--- config.mk ---
export PLATFORM = sky130hd
export DESIGN_NAME = bmc_ctrl
export DESIGN_NICKNAME = d
export VERILOG_FILES = /design/src/bmc_ctrl.v /design/src/bmc_sync.v
export VERILOG_INCLUDE_DIRS = /design/src
export SDC_FILE = /design/constraint.sdc
export NUM_CORES = 1
export LEC_CHECK = 0
export BUFFER_PORTS_ARGS = -buffer_cell sky130_fd_sc_hd__clkbuf_2
export CELL_PAD_IN_SITES_DETAIL_PLACEMENT = 0
export CELL_PAD_IN_SITES_GLOBAL_PLACEMENT = 2
export CORE_MARGIN = 1.5
export CORE_UTILIZATION = 34
export CTS_CLUSTER_SIZE = 8
export DETAILED_ROUTE_END_ITERATION = 10
export HOLD_SLACK_MARGIN = 0.12
export PLACE_DENSITY_LB_ADDON = 0.12
export SYNTH_ARGS = -nofsm -noshare
export SYNTH_HDL_FRONTEND = slang
export SYNTH_SLANG_ARGS = --single-unit
--- constraint.sdc ---
create_clock -name aclk -period 4.44 [get_ports aclk]
set_clock_uncertainty 0.05 [all_clocks]
set_input_delay 0.666 -clock aclk [delete_from_list [all_inputs] [get_ports aclk]]
set_output_delay 0.666 -clock aclk [all_outputs]
set_load 0.02 [all_outputs]
--- src/bmc_regs.vh ---
// register offsets, field positions, reset values and timing counts for bmc
`ifndef BMC_REGS_VH
`define BMC_REGS_VH
// register byte offsets
`define BMC_CTRL_OFS     4'h0
`define BMC_STAT_OFS     4'h4
`define BMC_IRQ_OFS      4'h8
`define BMC_MASK_OFS     4'hc
// ctrl fields
`define BMC_CTRL_CAL     0
`define BMC_CTRL_SEL_LO  1
`define BMC_CTRL_BLINK   3
// irq fields
`define BMC_IRQ_CALEND   0
`define BMC_IRQ_HANDOFF  1
`define BMC_IRQ_CHGREQ   2
`define BMC_IRQ_W        3
// reset values
`define BMC_CTRL_RST     32'h0000_0000
`define BMC_MASK_RST     3'h0
`define BMC_BLINK_RST    8'h04
// timing counts: scl high this many clocks is taken as tied high
`define BMC_SCL_IDLE     8'hc8
// bus answers
`define BMC_RESP_OKAY    2'h0
`define BMC_RESP_SLVERR  2'h2
`endif

--- src/bmc_ctrl.v ---
// calibration, discharge hand-over and mode pin control with axi4-lite registers
// Summary of operation
// calibration ends on loss, fault, alarm, host clear
// removed calibrated battery hands over to requester
// finished discharge requests a charge cycle
// strap low, bus supply low: indication mode
// status low charging, high absent, blink done
// alert pin shows first battery status
// blink from scl; scl high means no blink
// strap low, supply high: charge inhibited, bit set
// strap high, supply low: host pins ignored
// strap high, supply high: full normal operation
// controlled charge needs voltage above minimum
// active calibration freezes cached request, keeps discharge
// both request picks first; none means none
// blink toggles after a register-set count of synchronised scl edges
`timescale 1ns/1ps
`include "bmc_regs.vh"
module bmc_ctrl (
   aclk,
   aresetn,
   s_axi_awaddr,
   s_axi_awvalid,
   s_axi_awready,
   s_axi_wdata,
   s_axi_wstrb,
   s_axi_wvalid,
   s_axi_wready,
   s_axi_bresp,
   s_axi_bvalid,
   s_axi_bready,
   s_axi_araddr,
   s_axi_arvalid,
   s_axi_arready,
   s_axi_rdata,
   s_axi_rresp,
   s_axi_rvalid,
   s_axi_rready,
   irq,
   mode_strap,
   host_bus_supply,
   adapter_present,
   bat_present,
   power_not_good,
   discharge_end_alarm,
   fully_discharged_alarm,
   cond_request,
   bat_charging,
   bat_above_min,
   wake_charge,
   scl_i,
   sda_i,
   sda_o,
   sda_oe_n,
   alert_o,
   alert_oe_n,
   host_bus_en,
   charge_allowed,
   charge_enable,
   charge_start,
   discharge_sel
);
   input  wire        aclk;                   // 100 mhz clock
   input  wire        aresetn;                // sync reset, active low
   input  wire [3:0]  s_axi_awaddr;           // write address
   input  wire        s_axi_awvalid;          // write address valid
   output wire        s_axi_awready;          // write address ready
   input  wire [31:0] s_axi_wdata;            // write data
   input  wire [3:0]  s_axi_wstrb;            // write byte strobes
   input  wire        s_axi_wvalid;           // write data valid
   output wire        s_axi_wready;           // write data ready
   output wire [1:0]  s_axi_bresp;            // write response
   output wire        s_axi_bvalid;           // write response valid
   input  wire        s_axi_bready;           // write response ready
   input  wire [3:0]  s_axi_araddr;           // read address
   input  wire        s_axi_arvalid;          // read address valid
   output wire        s_axi_arready;          // read address ready
   output wire [31:0] s_axi_rdata;            // read data
   output wire [1:0]  s_axi_rresp;            // read response
   output wire        s_axi_rvalid;           // read data valid
   input  wire        s_axi_rready;           // read data ready
   output wire        irq;                    // level interrupt
   input  wire        mode_strap;             // 1: strap at logic_supply
   input  wire        host_bus_supply;        // host bus supply high
   input  wire        adapter_present;        // adapter sensed
   input  wire [1:0]  bat_present;            // battery present
   input  wire        power_not_good;         // power fault flag
   input  wire [1:0]  discharge_end_alarm;    // battery alarm
   input  wire [1:0]  fully_discharged_alarm; // battery empty alarm
   input  wire [1:0]  cond_request;           // reconditioning request
   input  wire [1:0]  bat_charging;           // charger feeds battery
   input  wire [1:0]  bat_above_min;          // above min_charge_voltage
   input  wire [1:0]  wake_charge;            // wake-up charging
   input  wire        scl_i;                  // host clock pin level
   input  wire        sda_i;                  // host data pin level
   output wire        sda_o;                  // data pin drive level
   output wire        sda_oe_n;               // data pin enable, low drives
   output wire        alert_o;                // alert pin drive level
   output wire        alert_oe_n;             // alert pin enable, low drives
   output wire        host_bus_en;            // host bus traffic accepted
   output wire        charge_allowed;         // charging not inhibited
   output wire [1:0]  charge_enable;          // per battery charge permit
   output reg         charge_start;           // pulse: begin charge cycle
   output wire [1:0]  discharge_sel;          // battery being discharged

   ////////////////////////////////////////////////////////////////////////
   // synchronised pin inputs
   wire [13:0] raw_in;  // all asynchronous levels
   wire [13:0] syn_in;  // after two flops
   // scl enters inverted so its synchroniser clears to the idle high level
   assign raw_in = {mode_strap, host_bus_supply, adapter_present,
                    bat_present, power_not_good, discharge_end_alarm,
                    fully_discharged_alarm, cond_request, !scl_i, sda_i};
   genvar gi;
   generate
      for (gi = 0; gi < 14; gi = gi + 1) begin : g_sync
         bmc_sync u_sync (
            .aclk     (aclk),
            .aresetn  (aresetn),
            .async_in (raw_in[gi]),
            .sync_out (syn_in[gi])
         );
      end
   endgenerate
   wire       strap_s  = syn_in[13];      // strap level
   wire       vbus_s   = syn_in[12];      // host bus supply level
   wire       ac_s     = syn_in[11];      // adapter present
   wire [1:0] pres_s   = syn_in[10:9];    // batteries present
   wire       png_s    = syn_in[8];       // power fault
   wire [1:0] dend_s   = syn_in[7:6];     // discharge end alarms
   wire [1:0] full_s   = syn_in[5:4];     // empty alarms
   wire [1:0] creq_s   = syn_in[3:2];     // live requests
   wire       scl_s    = !syn_in[1];      // scl level
   wire       sda_s    = syn_in[0];       // sda level, host traffic only

   ////////////////////////////////////////////////////////////////////////
   // mode decode
   wire indicate = !strap_s && !vbus_s;
   wire inhibit  = !strap_s &&  vbus_s;
   assign host_bus_en    = strap_s ? vbus_s : vbus_s;
   assign charge_allowed = !inhibit;

   ////////////////////////////////////////////////////////////////////////
   // axi4-lite slave state
   reg        aw_q, w_q, bvalid_q, rvalid_q; // channel holders
   reg [3:0]  awaddr_q;                      // held write address
   reg [31:0] wdata_q;                       // held write data
   reg [3:0]  wstrb_q;                       // held strobes
   reg [1:0]  bresp_q, rresp_q;              // answers
   reg [31:0] rdata_q;                       // read data
   reg        cal_q;                         // calibration active
   reg [1:0]  sel_q;                         // host chosen battery
   reg [7:0]  blink_div_q;                   // scl edges per phase
   reg [1:0]  cal_bat_q;                     // battery being calibrated
   reg [1:0]  creq_q;                        // cached requests
   reg [2:0]  irq_st_q, irq_mask_q;          // sticky status, mask
   wire       wr_go = aw_q && w_q && !bvalid_q;  // both halves held
   wire       rd_go = s_axi_arvalid && !rvalid_q;
   wire       rd_irq = rd_go && (s_axi_araddr == `BMC_IRQ_OFS);

   assign s_axi_awready = !aw_q && !bvalid_q;
   assign s_axi_wready  = !w_q && !bvalid_q;
   assign s_axi_bvalid  = bvalid_q;
   assign s_axi_bresp   = bresp_q;
   assign s_axi_arready = !rvalid_q;
   assign s_axi_rvalid  = rvalid_q;
   assign s_axi_rdata   = rdata_q;
   assign s_axi_rresp   = rresp_q;

   ////////////////////////////////////////////////////////////////////////
   // calibration selection and termination
   // pick first battery when both ask, none when neither asks
   wire [1:0] auto_pick = creq_q[0] ? 2'h1 :
                          (creq_q[1] ? 2'h2 : 2'h0);
   // a host choice of both batteries falls back to the first one
   wire [1:0] want_pick = sel_q[0] ? (creq_q & 2'h1) :
                          (sel_q[1] ? (creq_q & 2'h2) : auto_pick);
   wire host_wr_ctrl = wr_go && (awaddr_q == `BMC_CTRL_OFS) && wstrb_q[0];
   wire host_set  = host_wr_ctrl && wdata_q[`BMC_CTRL_CAL];
   wire host_clr  = host_wr_ctrl && !wdata_q[`BMC_CTRL_CAL];
   wire cal_idx   = cal_bat_q[1];                    // 0 first, 1 second
   wire other     = !cal_idx;
   wire removed   = cal_q && !pres_s[cal_idx];
   wire handoff   = removed && pres_s[other] && creq_s[other];
   // end on adapter loss, removal, fault, alarms or host zero
   wire cal_end   = cal_q && (!ac_s || removed || png_s ||
                    dend_s[cal_idx] || full_s[cal_idx] || host_clr);

   // calibration flag, battery and frozen request cache
   always @(posedge aclk) begin
      if (!aresetn) begin
         cal_q        <= 1'b0;
         cal_bat_q    <= 2'h0;
         creq_q       <= 2'h0;
         charge_start <= 1'b0;
      end else begin
         charge_start <= 1'b0;
         if (!cal_q)
            creq_q <= creq_s;
         if (handoff && !png_s && ac_s && !host_clr) begin
            cal_bat_q <= other ? 2'h2 : 2'h1;
            creq_q    <= creq_s;
         end else if (cal_end) begin
            cal_q        <= 1'b0;
            cal_bat_q    <= 2'h0;
            charge_start <= 1'b1;
         end else if (!cal_q && host_set && want_pick != 2'h0 &&
                      ac_s && !png_s) begin
            cal_q     <= 1'b1;
            cal_bat_q <= want_pick;
         end
      end
   end
   assign discharge_sel = cal_q ? cal_bat_q : 2'h0;

   ////////////////////////////////////////////////////////////////////////
   // charge permission per battery
   assign charge_enable = (charge_allowed && ac_s && !cal_q && !png_s) ?
      (pres_s & (bat_above_min | wake_charge)) : 2'h0;

   ////////////////////////////////////////////////////////////////////////
   // blink generator from synchronised scl rising edges
   reg       scl_d_q;   // delayed scl for edge detect
   reg [7:0] edge_cnt_q;
   reg [7:0] idle_q;    // clocks since scl was last seen low
   reg       blink_q;   // blink phase
   wire      scl_rise = scl_s && !scl_d_q;
   // a long high scl stops blinking; limits how slow the blink clock may be
   always @(posedge aclk) begin
      if (!aresetn) begin
         scl_d_q    <= 1'b1;
         edge_cnt_q <= 8'h00;
         idle_q     <= 8'h00;
         blink_q    <= 1'b1;
      end else begin
         scl_d_q <= scl_s;
         if (!scl_s)
            idle_q <= 8'h00;
         else if (idle_q != `BMC_SCL_IDLE)
            idle_q <= idle_q + 8'h01;
         if (idle_q == `BMC_SCL_IDLE) begin
            edge_cnt_q <= 8'h00;
            blink_q    <= 1'b1;                      // held high
         end else if (scl_rise) begin
            if (edge_cnt_q + 8'h01 >= blink_div_q) begin
               edge_cnt_q <= 8'h00;
               blink_q    <= !blink_q;
            end else begin
               edge_cnt_q <= edge_cnt_q + 8'h01;
            end
         end
      end
   end

   // status level for one battery
   function stat_lvl;
      input chg, pres, ac, blk;
      begin
         if (!ac || !pres)
            stat_lvl = 1'b1;                         // absent
         else if (chg)
            stat_lvl = 1'b0;                         // charging
         else
            stat_lvl = blk;                          // done
      end
   endfunction
   reg [1:0] stat_q; // registered status levels
   always @(posedge aclk) begin
      if (!aresetn)
         stat_q <= 2'h3;
      else begin
         stat_q[0] <= stat_lvl(bat_charging[0], pres_s[0], ac_s, blink_q);
         stat_q[1] <= stat_lvl(bat_charging[1], pres_s[1], ac_s, blink_q);
      end
   end
   // open drain: drive low when status low in indication mode
   assign sda_o      = 1'b0;
   assign sda_oe_n   = !(indicate && !stat_q[1]);
   assign alert_o    = 1'b0;
   assign alert_oe_n = indicate ? stat_q[0] : !irq;

   ////////////////////////////////////////////////////////////////////////
   // interrupts: calibration end, handoff, charge request
   wire [2:0] irq_ev = {charge_start, handoff, cal_end};
   assign irq = |(irq_st_q & irq_mask_q);

   ////////////////////////////////////////////////////////////////////////
   // read mux
   reg [31:0] rd_val; // selected read word
   reg        rd_ok;  // address mapped
   always @* begin
      rd_val = 32'h0000_0000;
      rd_ok  = 1'b1;
      case (s_axi_araddr)
         `BMC_CTRL_OFS: rd_val = {21'h0, blink_div_q, sel_q, cal_q};
         `BMC_STAT_OFS: rd_val = {19'h0, sda_s, inhibit, indicate,
                                  charge_enable, creq_q, cal_bat_q,
                                  pres_s, ac_s, png_s};
         `BMC_IRQ_OFS:  rd_val = {29'h0, irq_st_q};
         `BMC_MASK_OFS: rd_val = {29'h0, irq_mask_q};
         default:       rd_ok  = 1'b0;
      endcase
   end

   ////////////////////////////////////////////////////////////////////////
   // bus channel handling and register writes
   always @(posedge aclk) begin
      if (!aresetn) begin
         aw_q        <= 1'b0;
         w_q         <= 1'b0;
         bvalid_q    <= 1'b0;
         rvalid_q    <= 1'b0;
         awaddr_q    <= 4'h0;
         wdata_q     <= 32'h0000_0000;
         wstrb_q     <= 4'h0;
         bresp_q     <= `BMC_RESP_OKAY;
         rresp_q     <= `BMC_RESP_OKAY;
         rdata_q     <= 32'h0000_0000;
         sel_q       <= 2'h0;
         blink_div_q <= `BMC_BLINK_RST;
         irq_st_q    <= 3'h0;
         irq_mask_q  <= `BMC_MASK_RST;
      end else begin
         if (s_axi_awvalid && s_axi_awready) begin
            aw_q     <= 1'b1;
            awaddr_q <= s_axi_awaddr;
         end
         if (s_axi_wvalid && s_axi_wready) begin
            w_q     <= 1'b1;
            wdata_q <= s_axi_wdata;
            wstrb_q <= s_axi_wstrb;
         end
         if (wr_go) begin
            aw_q     <= 1'b0;
            w_q      <= 1'b0;
            bvalid_q <= 1'b1;
            bresp_q  <= `BMC_RESP_OKAY;
            case (awaddr_q)
               `BMC_CTRL_OFS: begin
                  // selection locked while calibrating
                  if (wstrb_q[0] && !cal_q)
                     sel_q <= wdata_q[2:1];
                  if (wstrb_q[1] || wstrb_q[0])
                     blink_div_q <= (wdata_q[10:3] == 8'h00) ? 8'h01 :
                                    wdata_q[10:3];
               end
               `BMC_MASK_OFS: if (wstrb_q[0])
                  irq_mask_q <= wdata_q[2:0];
               `BMC_STAT_OFS, `BMC_IRQ_OFS: bresp_q <= `BMC_RESP_OKAY;
               default: bresp_q <= `BMC_RESP_SLVERR;
            endcase
         end else if (bvalid_q && s_axi_bready)
            bvalid_q <= 1'b0;
         if (rd_go) begin
            rvalid_q <= 1'b1;
            rdata_q  <= rd_val;
            rresp_q  <= rd_ok ? `BMC_RESP_OKAY : `BMC_RESP_SLVERR;
         end else if (rvalid_q && s_axi_rready)
            rvalid_q <= 1'b0;
         // read clears, a fresh event wins
         irq_st_q <= (rd_irq ? 3'h0 : irq_st_q) | irq_ev;
      end
   end
endmodule // bmc_ctrl

--- src/bmc_sync.v ---
// two flip-flop synchroniser for one asynchronous level
`timescale 1ns/1ps
module bmc_sync (
   aclk,
   aresetn,
   async_in,
   sync_out
);
   input  wire aclk;     // system clock
   input  wire aresetn;  // synchronous reset, active low
   input  wire async_in; // level from another domain
   output wire sync_out; // level safe for local logic

   reg meta_q; // first stage, read only by the second
   reg sync_q; // second stage

   // capture in two stages
   always @(posedge aclk) begin
      if (!aresetn) begin
         meta_q <= 1'b0;
         sync_q <= 1'b0;
      end else begin
         meta_q <= async_in;
         sync_q <= meta_q;
      end
   end

   assign sync_out = sync_q;
endmodule // bmc_sync

### Word level (Yosys, flattened, before mapping)

Index checks and enable logic that the tools add are counted.

* add/sub/neg operators: 2
* $lt $le $gt $ge: 3
* equal/unequal tests: 9
* multiplexer cells: 39
* bitwise logic cells: 6
* reductions and logical operators: 86

Operators with widths (number)
* 13-bit one-hot mux with 4 select lines: 1
* 1-bit logical AND: 33
* 2-bit two-way mux: 14
* 1-bit logical NOT: 23
* 1-bit two-way mux: 21
* 8-bit by 1-bit adder with 8-bit output (second input constant): 2
* 4-bit == test (second input constant): 4
* 8-bit two-way mux: 2
* 2-bit OR reduction: 6
* 3-bit AND reduction: 3
* 4-bit by 3-bit == test with 1-bit output (second input constant): 2
* 8-bit == test (second input constant): 1
* 8-bit greater-or-equal comparator: 1
* 4-bit logical NOT: 2
* 8-bit logical NOT: 1
* 1-bit logical OR: 8
* 8-bit != test (second input constant): 1
* 2-bit nonzero test: 4
* 4-bit OR reduction: 2
* 1-bit by 2-bit less-than comparator with 1-bit output (second input constant): 2
* 2-bit AND reduction: 2
* 3-bit AND: 1
* 3-bit two-way mux: 1
* 3-bit OR: 1
* 6 further kinds: 7

* bits in registers: 127
* bits of input ports: 71
* output and inout port bits: 53
* logic and storage cells: 197

### Depth between registers and ports, before layout

* word-level depth: 12
* mapped depth: 10
* mapped depth without buffers: 10

### By module

From an unflattened synthesis, not the netlist that was laid out.

* cells, all modules: 512
* area total of the unflattened synthesis: 4690.7 um^2

Modules (own cells, without submodules)
* bmc_ctrl: times used 1, cells each 456, area each 3955.0 um^2, seq. area each 1561.5 um^2
* bmc_sync: times used 14, cells each 4, area each 52.6 um^2, seq. area each 40.0 um^2

### Least setup slack after synthesis

OpenSTA, ideal clock, no wires.

* kind: register to register
* start: register edge_cnt_q[2]
* end: register blink_q
* library setup time: 0.127 ns
* data arrival time: 2.282 ns
* required time: 4.263 ns
* path slack: 1.980 ns
* cell stages (with the launch flop): 10
* buffers on the path: 0
* clock period less this slack: 2.460 ns
* path through: dfxtp_1 -> nand3_1 -> or2_2 -> xnor2_1 -> ha_1 -> a21o_1 -> a21o_1 -> a221oi_4 -> nor3_2 -> or3b_1

* word-level cells in the longest chain between the ends: 3

Ends and longest elaborated chain
* start: declaration: line bmc_ctrl.v:224 `reg [7:0] edge_cnt_q;`
* start signal: assignment: line bmc_ctrl.v:249 `edge_cnt_q <= edge_cnt_q + 8'h01;`
* 8-bit by 1-bit adder with 8-bit output: line bmc_ctrl.v:245 `if (edge_cnt_q + 8'h01 >= blink_div_q) begin`
* 8-bit greater-or-equal comparator: line bmc_ctrl.v:245
* 2-bit AND reduction (no source line)
* end signal: assignment: line bmc_ctrl.v:247 `blink_q <= !blink_q;`
* end: declaration: line bmc_ctrl.v:226 `reg blink_q;`

Every way passes these cells.
A chain may end at the register's enable or synchronous reset.

### Worst setup path after layout

Ends and elaborated chain as after synthesis.

==> impl_metrics.json <==
{
  "run_status": "finished, final reports clean",
  "die_area_sq_um": 14490,
  "timing.rr.end": "blink_q",
  "first_pass_iters": 4,
  "ff2ff_setup_slack_ps": 1720,
  "num-nets-final": 657,
  "crit_end": "blink_q",
  "syn_area_sq_um": 4684,
  "path_class": "flop to flop",
  "setup-tns-final_ps": 0,
  "die_width_microns": 120.4,
  "post_cts_buffers": 0,
  "cts.clk_slew.worst_paths_ps": 60,
  "timing.fmax_ghz": 0.3675,
  "ir_drop_mv": 0.1542,
  "htree_num_levels": 3,
  "initial_core_util": 0.3510,
  "p_leak_nw": 2.230,
  "area_growth_pct": 15.92,
  "gp_congestion": 0.7344,
  "power_mw": 1.935,
  "fin_crit_ps": 2721,
  "synth_top_cell_by_area": "dfxtp_1",
  "clkSinkCount": 106,
  "ios": 124,
  "antenna_found_initial": 0,
  "hold_buffers": 0,
  "ys_ff_latch": 106,
  "drive_gt1_frac": 0.1759,
  "synth_area_per_cell_sq_um": 9.258,
  "required_ps": 4620,
  "regToRegStartpoint": "edge_cnt_q[2]",
  "worst_slack_ps": 1719,
  "drc": 0,
  "p_per_area_nw_per_um2": 356.4,
  "clkLatencyLatePin_ps": 350,
  "drt_iter0_markers": 135,
  "grt_pass1_vias": 3366,
  "placed_cell_area_sq_um": 5145,
  "slew_headroom": 0.5092,
  "overflow": 0,
  "slew_violations": 0,
  "synth_ff_type": "dfxtp_1",
  "synthArstFlopShare": 0,
  "cts_tree": "done",
  "reg2reg_depth": 10,
  "maxCapViolCount": 0,
  "fp-row-count": 42,
  "worstMarginPinSlew_ps": 736.3,
  "vias": 3453,
  "die_h_microns": 120.4,
  "rsz0062_at_grt": "no",
  "clock_tree.root_cell": "clkbuf_16",
  "synth.distinct_cells": 52,
  "finalHoldViolations": 0,
  "crit_fanout": 6,
  "synth_edf_count": 0,
  "dp.final_hpwl_microns": 7752,
  "arrival_ps": 2900,
  "track_usage": 0.1561,
  "yosys-top-cells-area": "dfxtp_1 45%, mux2i_1 5.6%, and2_1 4.7%",
  "grt_first_pass_wirelength_microns": 17360,
  "design.core.area_sq_um": 13350,
  "numCtsBuffers": 9,
  "post-route-cell-area_sq_um": 5430,
  "via_per_inst": 4.567,
  "n_antenna_cell": 0,
  "ys_warn_count": 0,
  "port_buffers": 77,
  "setup_viol": 0,
  "syn-instance-count": 506,
  "grt_max_degree": 87,
  "crit_path_start": "edge_cnt_q[2]",
  "post-place-ws_ps": 1709,
  "cts_resized": 0,
  "cts.path.max_buffers": 2,
  "synth_top_cell_area_share": 0.4530,
  "cp-start-kind": "flop",
  "wl_per_cell_microns": 14.04,
  "final.period_utilization": 0.6129,
  "yosysSeqAreaShare": 0.4530,
  "endpoint_kind": "flop",
  "worstHoldPathType": "flop to flop",
  "ant_nets": 0,
  "wirelength_microns": 10610
}
## worst min path at each step
stage	startpoint	endpoint	slack [ps]	cells past startpoint
2_1_floorplan	g_sync[0].u_sync.meta_q	g_sync[0].u_sync.sync_out	360	1
3_3_place_gp	g_sync[12].u_sync.meta_q	g_sync[12].u_sync.sync_out	360	1
3_5_place_dp	g_sync[11].u_sync.meta_q	g_sync[11].u_sync.sync_out	370	1
4_1_cts	g_sync[11].u_sync.meta_q	g_sync[11].u_sync.sync_out	380	1
5_1_grt	g_sync[11].u_sync.meta_q	g_sync[11].u_sync.sync_out	400	1
6_report	g_sync[8].u_sync.meta_q	g_sync[8].u_sync.sync_out	380	1
## worst max-delay path, cell delays in order (launching register included)
cell and delay [ps]:
dfxtp_1 430, nand3_1 170, or2_2 360, nor2_1 130, xor2_1 190, ha_1 300, nand4_1 110, nor2_1 70
a221oi_4 400, nor3_2 60, or3b_1 340
## metal layers
| metal | share of wire | up-vias | GRT usage |
|---|---|---|---|
| met4 | 0.019 | 0 | 0.06985 |
| met3 | 0.060 | 13 | 0.04340 |
| met1 | 0.52 | 1553 | 0.2182 |
| met2 | 0.40 | 83 | 0.2230 |
| met5 | 0 | - | 0 |
| li1 | - | 1804 | - |
## kinds of logic after synthesis
logic type / count (synthesis) / synth area share
xor gates and xnor gates: 19 / 0.03552
and+or+nand+nor: 214 / 0.2431
DFF: 106 / 0.4530
buffers and inverters: 58 / 0.06597
muxes: 29 / 0.06998
other: 1 / 0.0008005
AOI/OAI and AO/OA: 68 / 0.1023
adders and majority gates: 11 / 0.02938
## registers in the layout (all words and copies together), names as in the netlist, 2 cells and up
| name | flops |
|---|---|
| g_sync.u_sync.meta_q | 14 |
| g_sync.u_sync.sync_out | 14 |
| s_axi_rdata | 13 |
| wdata_q | 11 |
| blink_div_q | 8 |
| edge_cnt_q | 8 |
| idle_q | 8 |
| awaddr_q | 4 |
| irq_mask_q | 3 |
| irq_st_q | 3 |
| cal_bat_q | 2 |
| creq_q | 2 |
| sel_q | 2 |
| stat_q | 2 |
| wstrb_q | 2 |
## cell usage after synthesis, types with 4 or more instances
library cell and n:
dfxtp_1 106, nand2_1 53, and2_1 35, nor2_1 31, nor2b_1 31, mux2i_1 26
buf_4 23, a21boi_0 18, clkbuf_1 16, inv_1 14, nor3_1 13, a21oi_1 12
o21ai_0 12, ha_1 11, nand3_1 11, xnor2_1 10, nand2b_1 9, xor2_1 9
nor4_1 6, a22oi_1 4, buf_2 4, o21a_1 4
## cell type report
type,count,area [sq um]
multi-input combinational,364,2342
fill,1388,7918
clock inverter,1,7.507
inverter,14,52.55
timing repair buffer,80,407.9
tap,176,220.2
sequential,106,2122
clock buffer,15,277.8
## through the flow
stage                     cells  hold WS [ps]  utilization
after floorplan             528         361.9            -
after detailed placement    740         368.4       0.3855
after CTS                   756         384.1       0.4068
after global placement      740         363.1       0.3855
final                       756         383.1       0.4068
after global routing        756         400.5       0.4068
## placed cells by master (no fill, tap or decap), types with 12 or more instances in the layout
cell      instances
a21boi_0         18
a21oi_1          12
and2_1           35
clkbuf_2         77
conb_1           23
dfxtp_1         106
inv_1            14
mux2i_1          26
nand2_1          53
nor2_1           31
nor2b_1          31
nor3_1           13
o21ai_0          12
## report_power, final
part / internal (mW) / switching (mW) / total (mW)
sequential: 0.982 / 0.0241 / 1.01
clock: 0.427 / 0.337 / 0.765
combinational: 0.0652 / 0.0992 / 0.164
total: 1.48 / 0.460 / 1.94
Note: power is estimated with default switching activity, not from simulation.
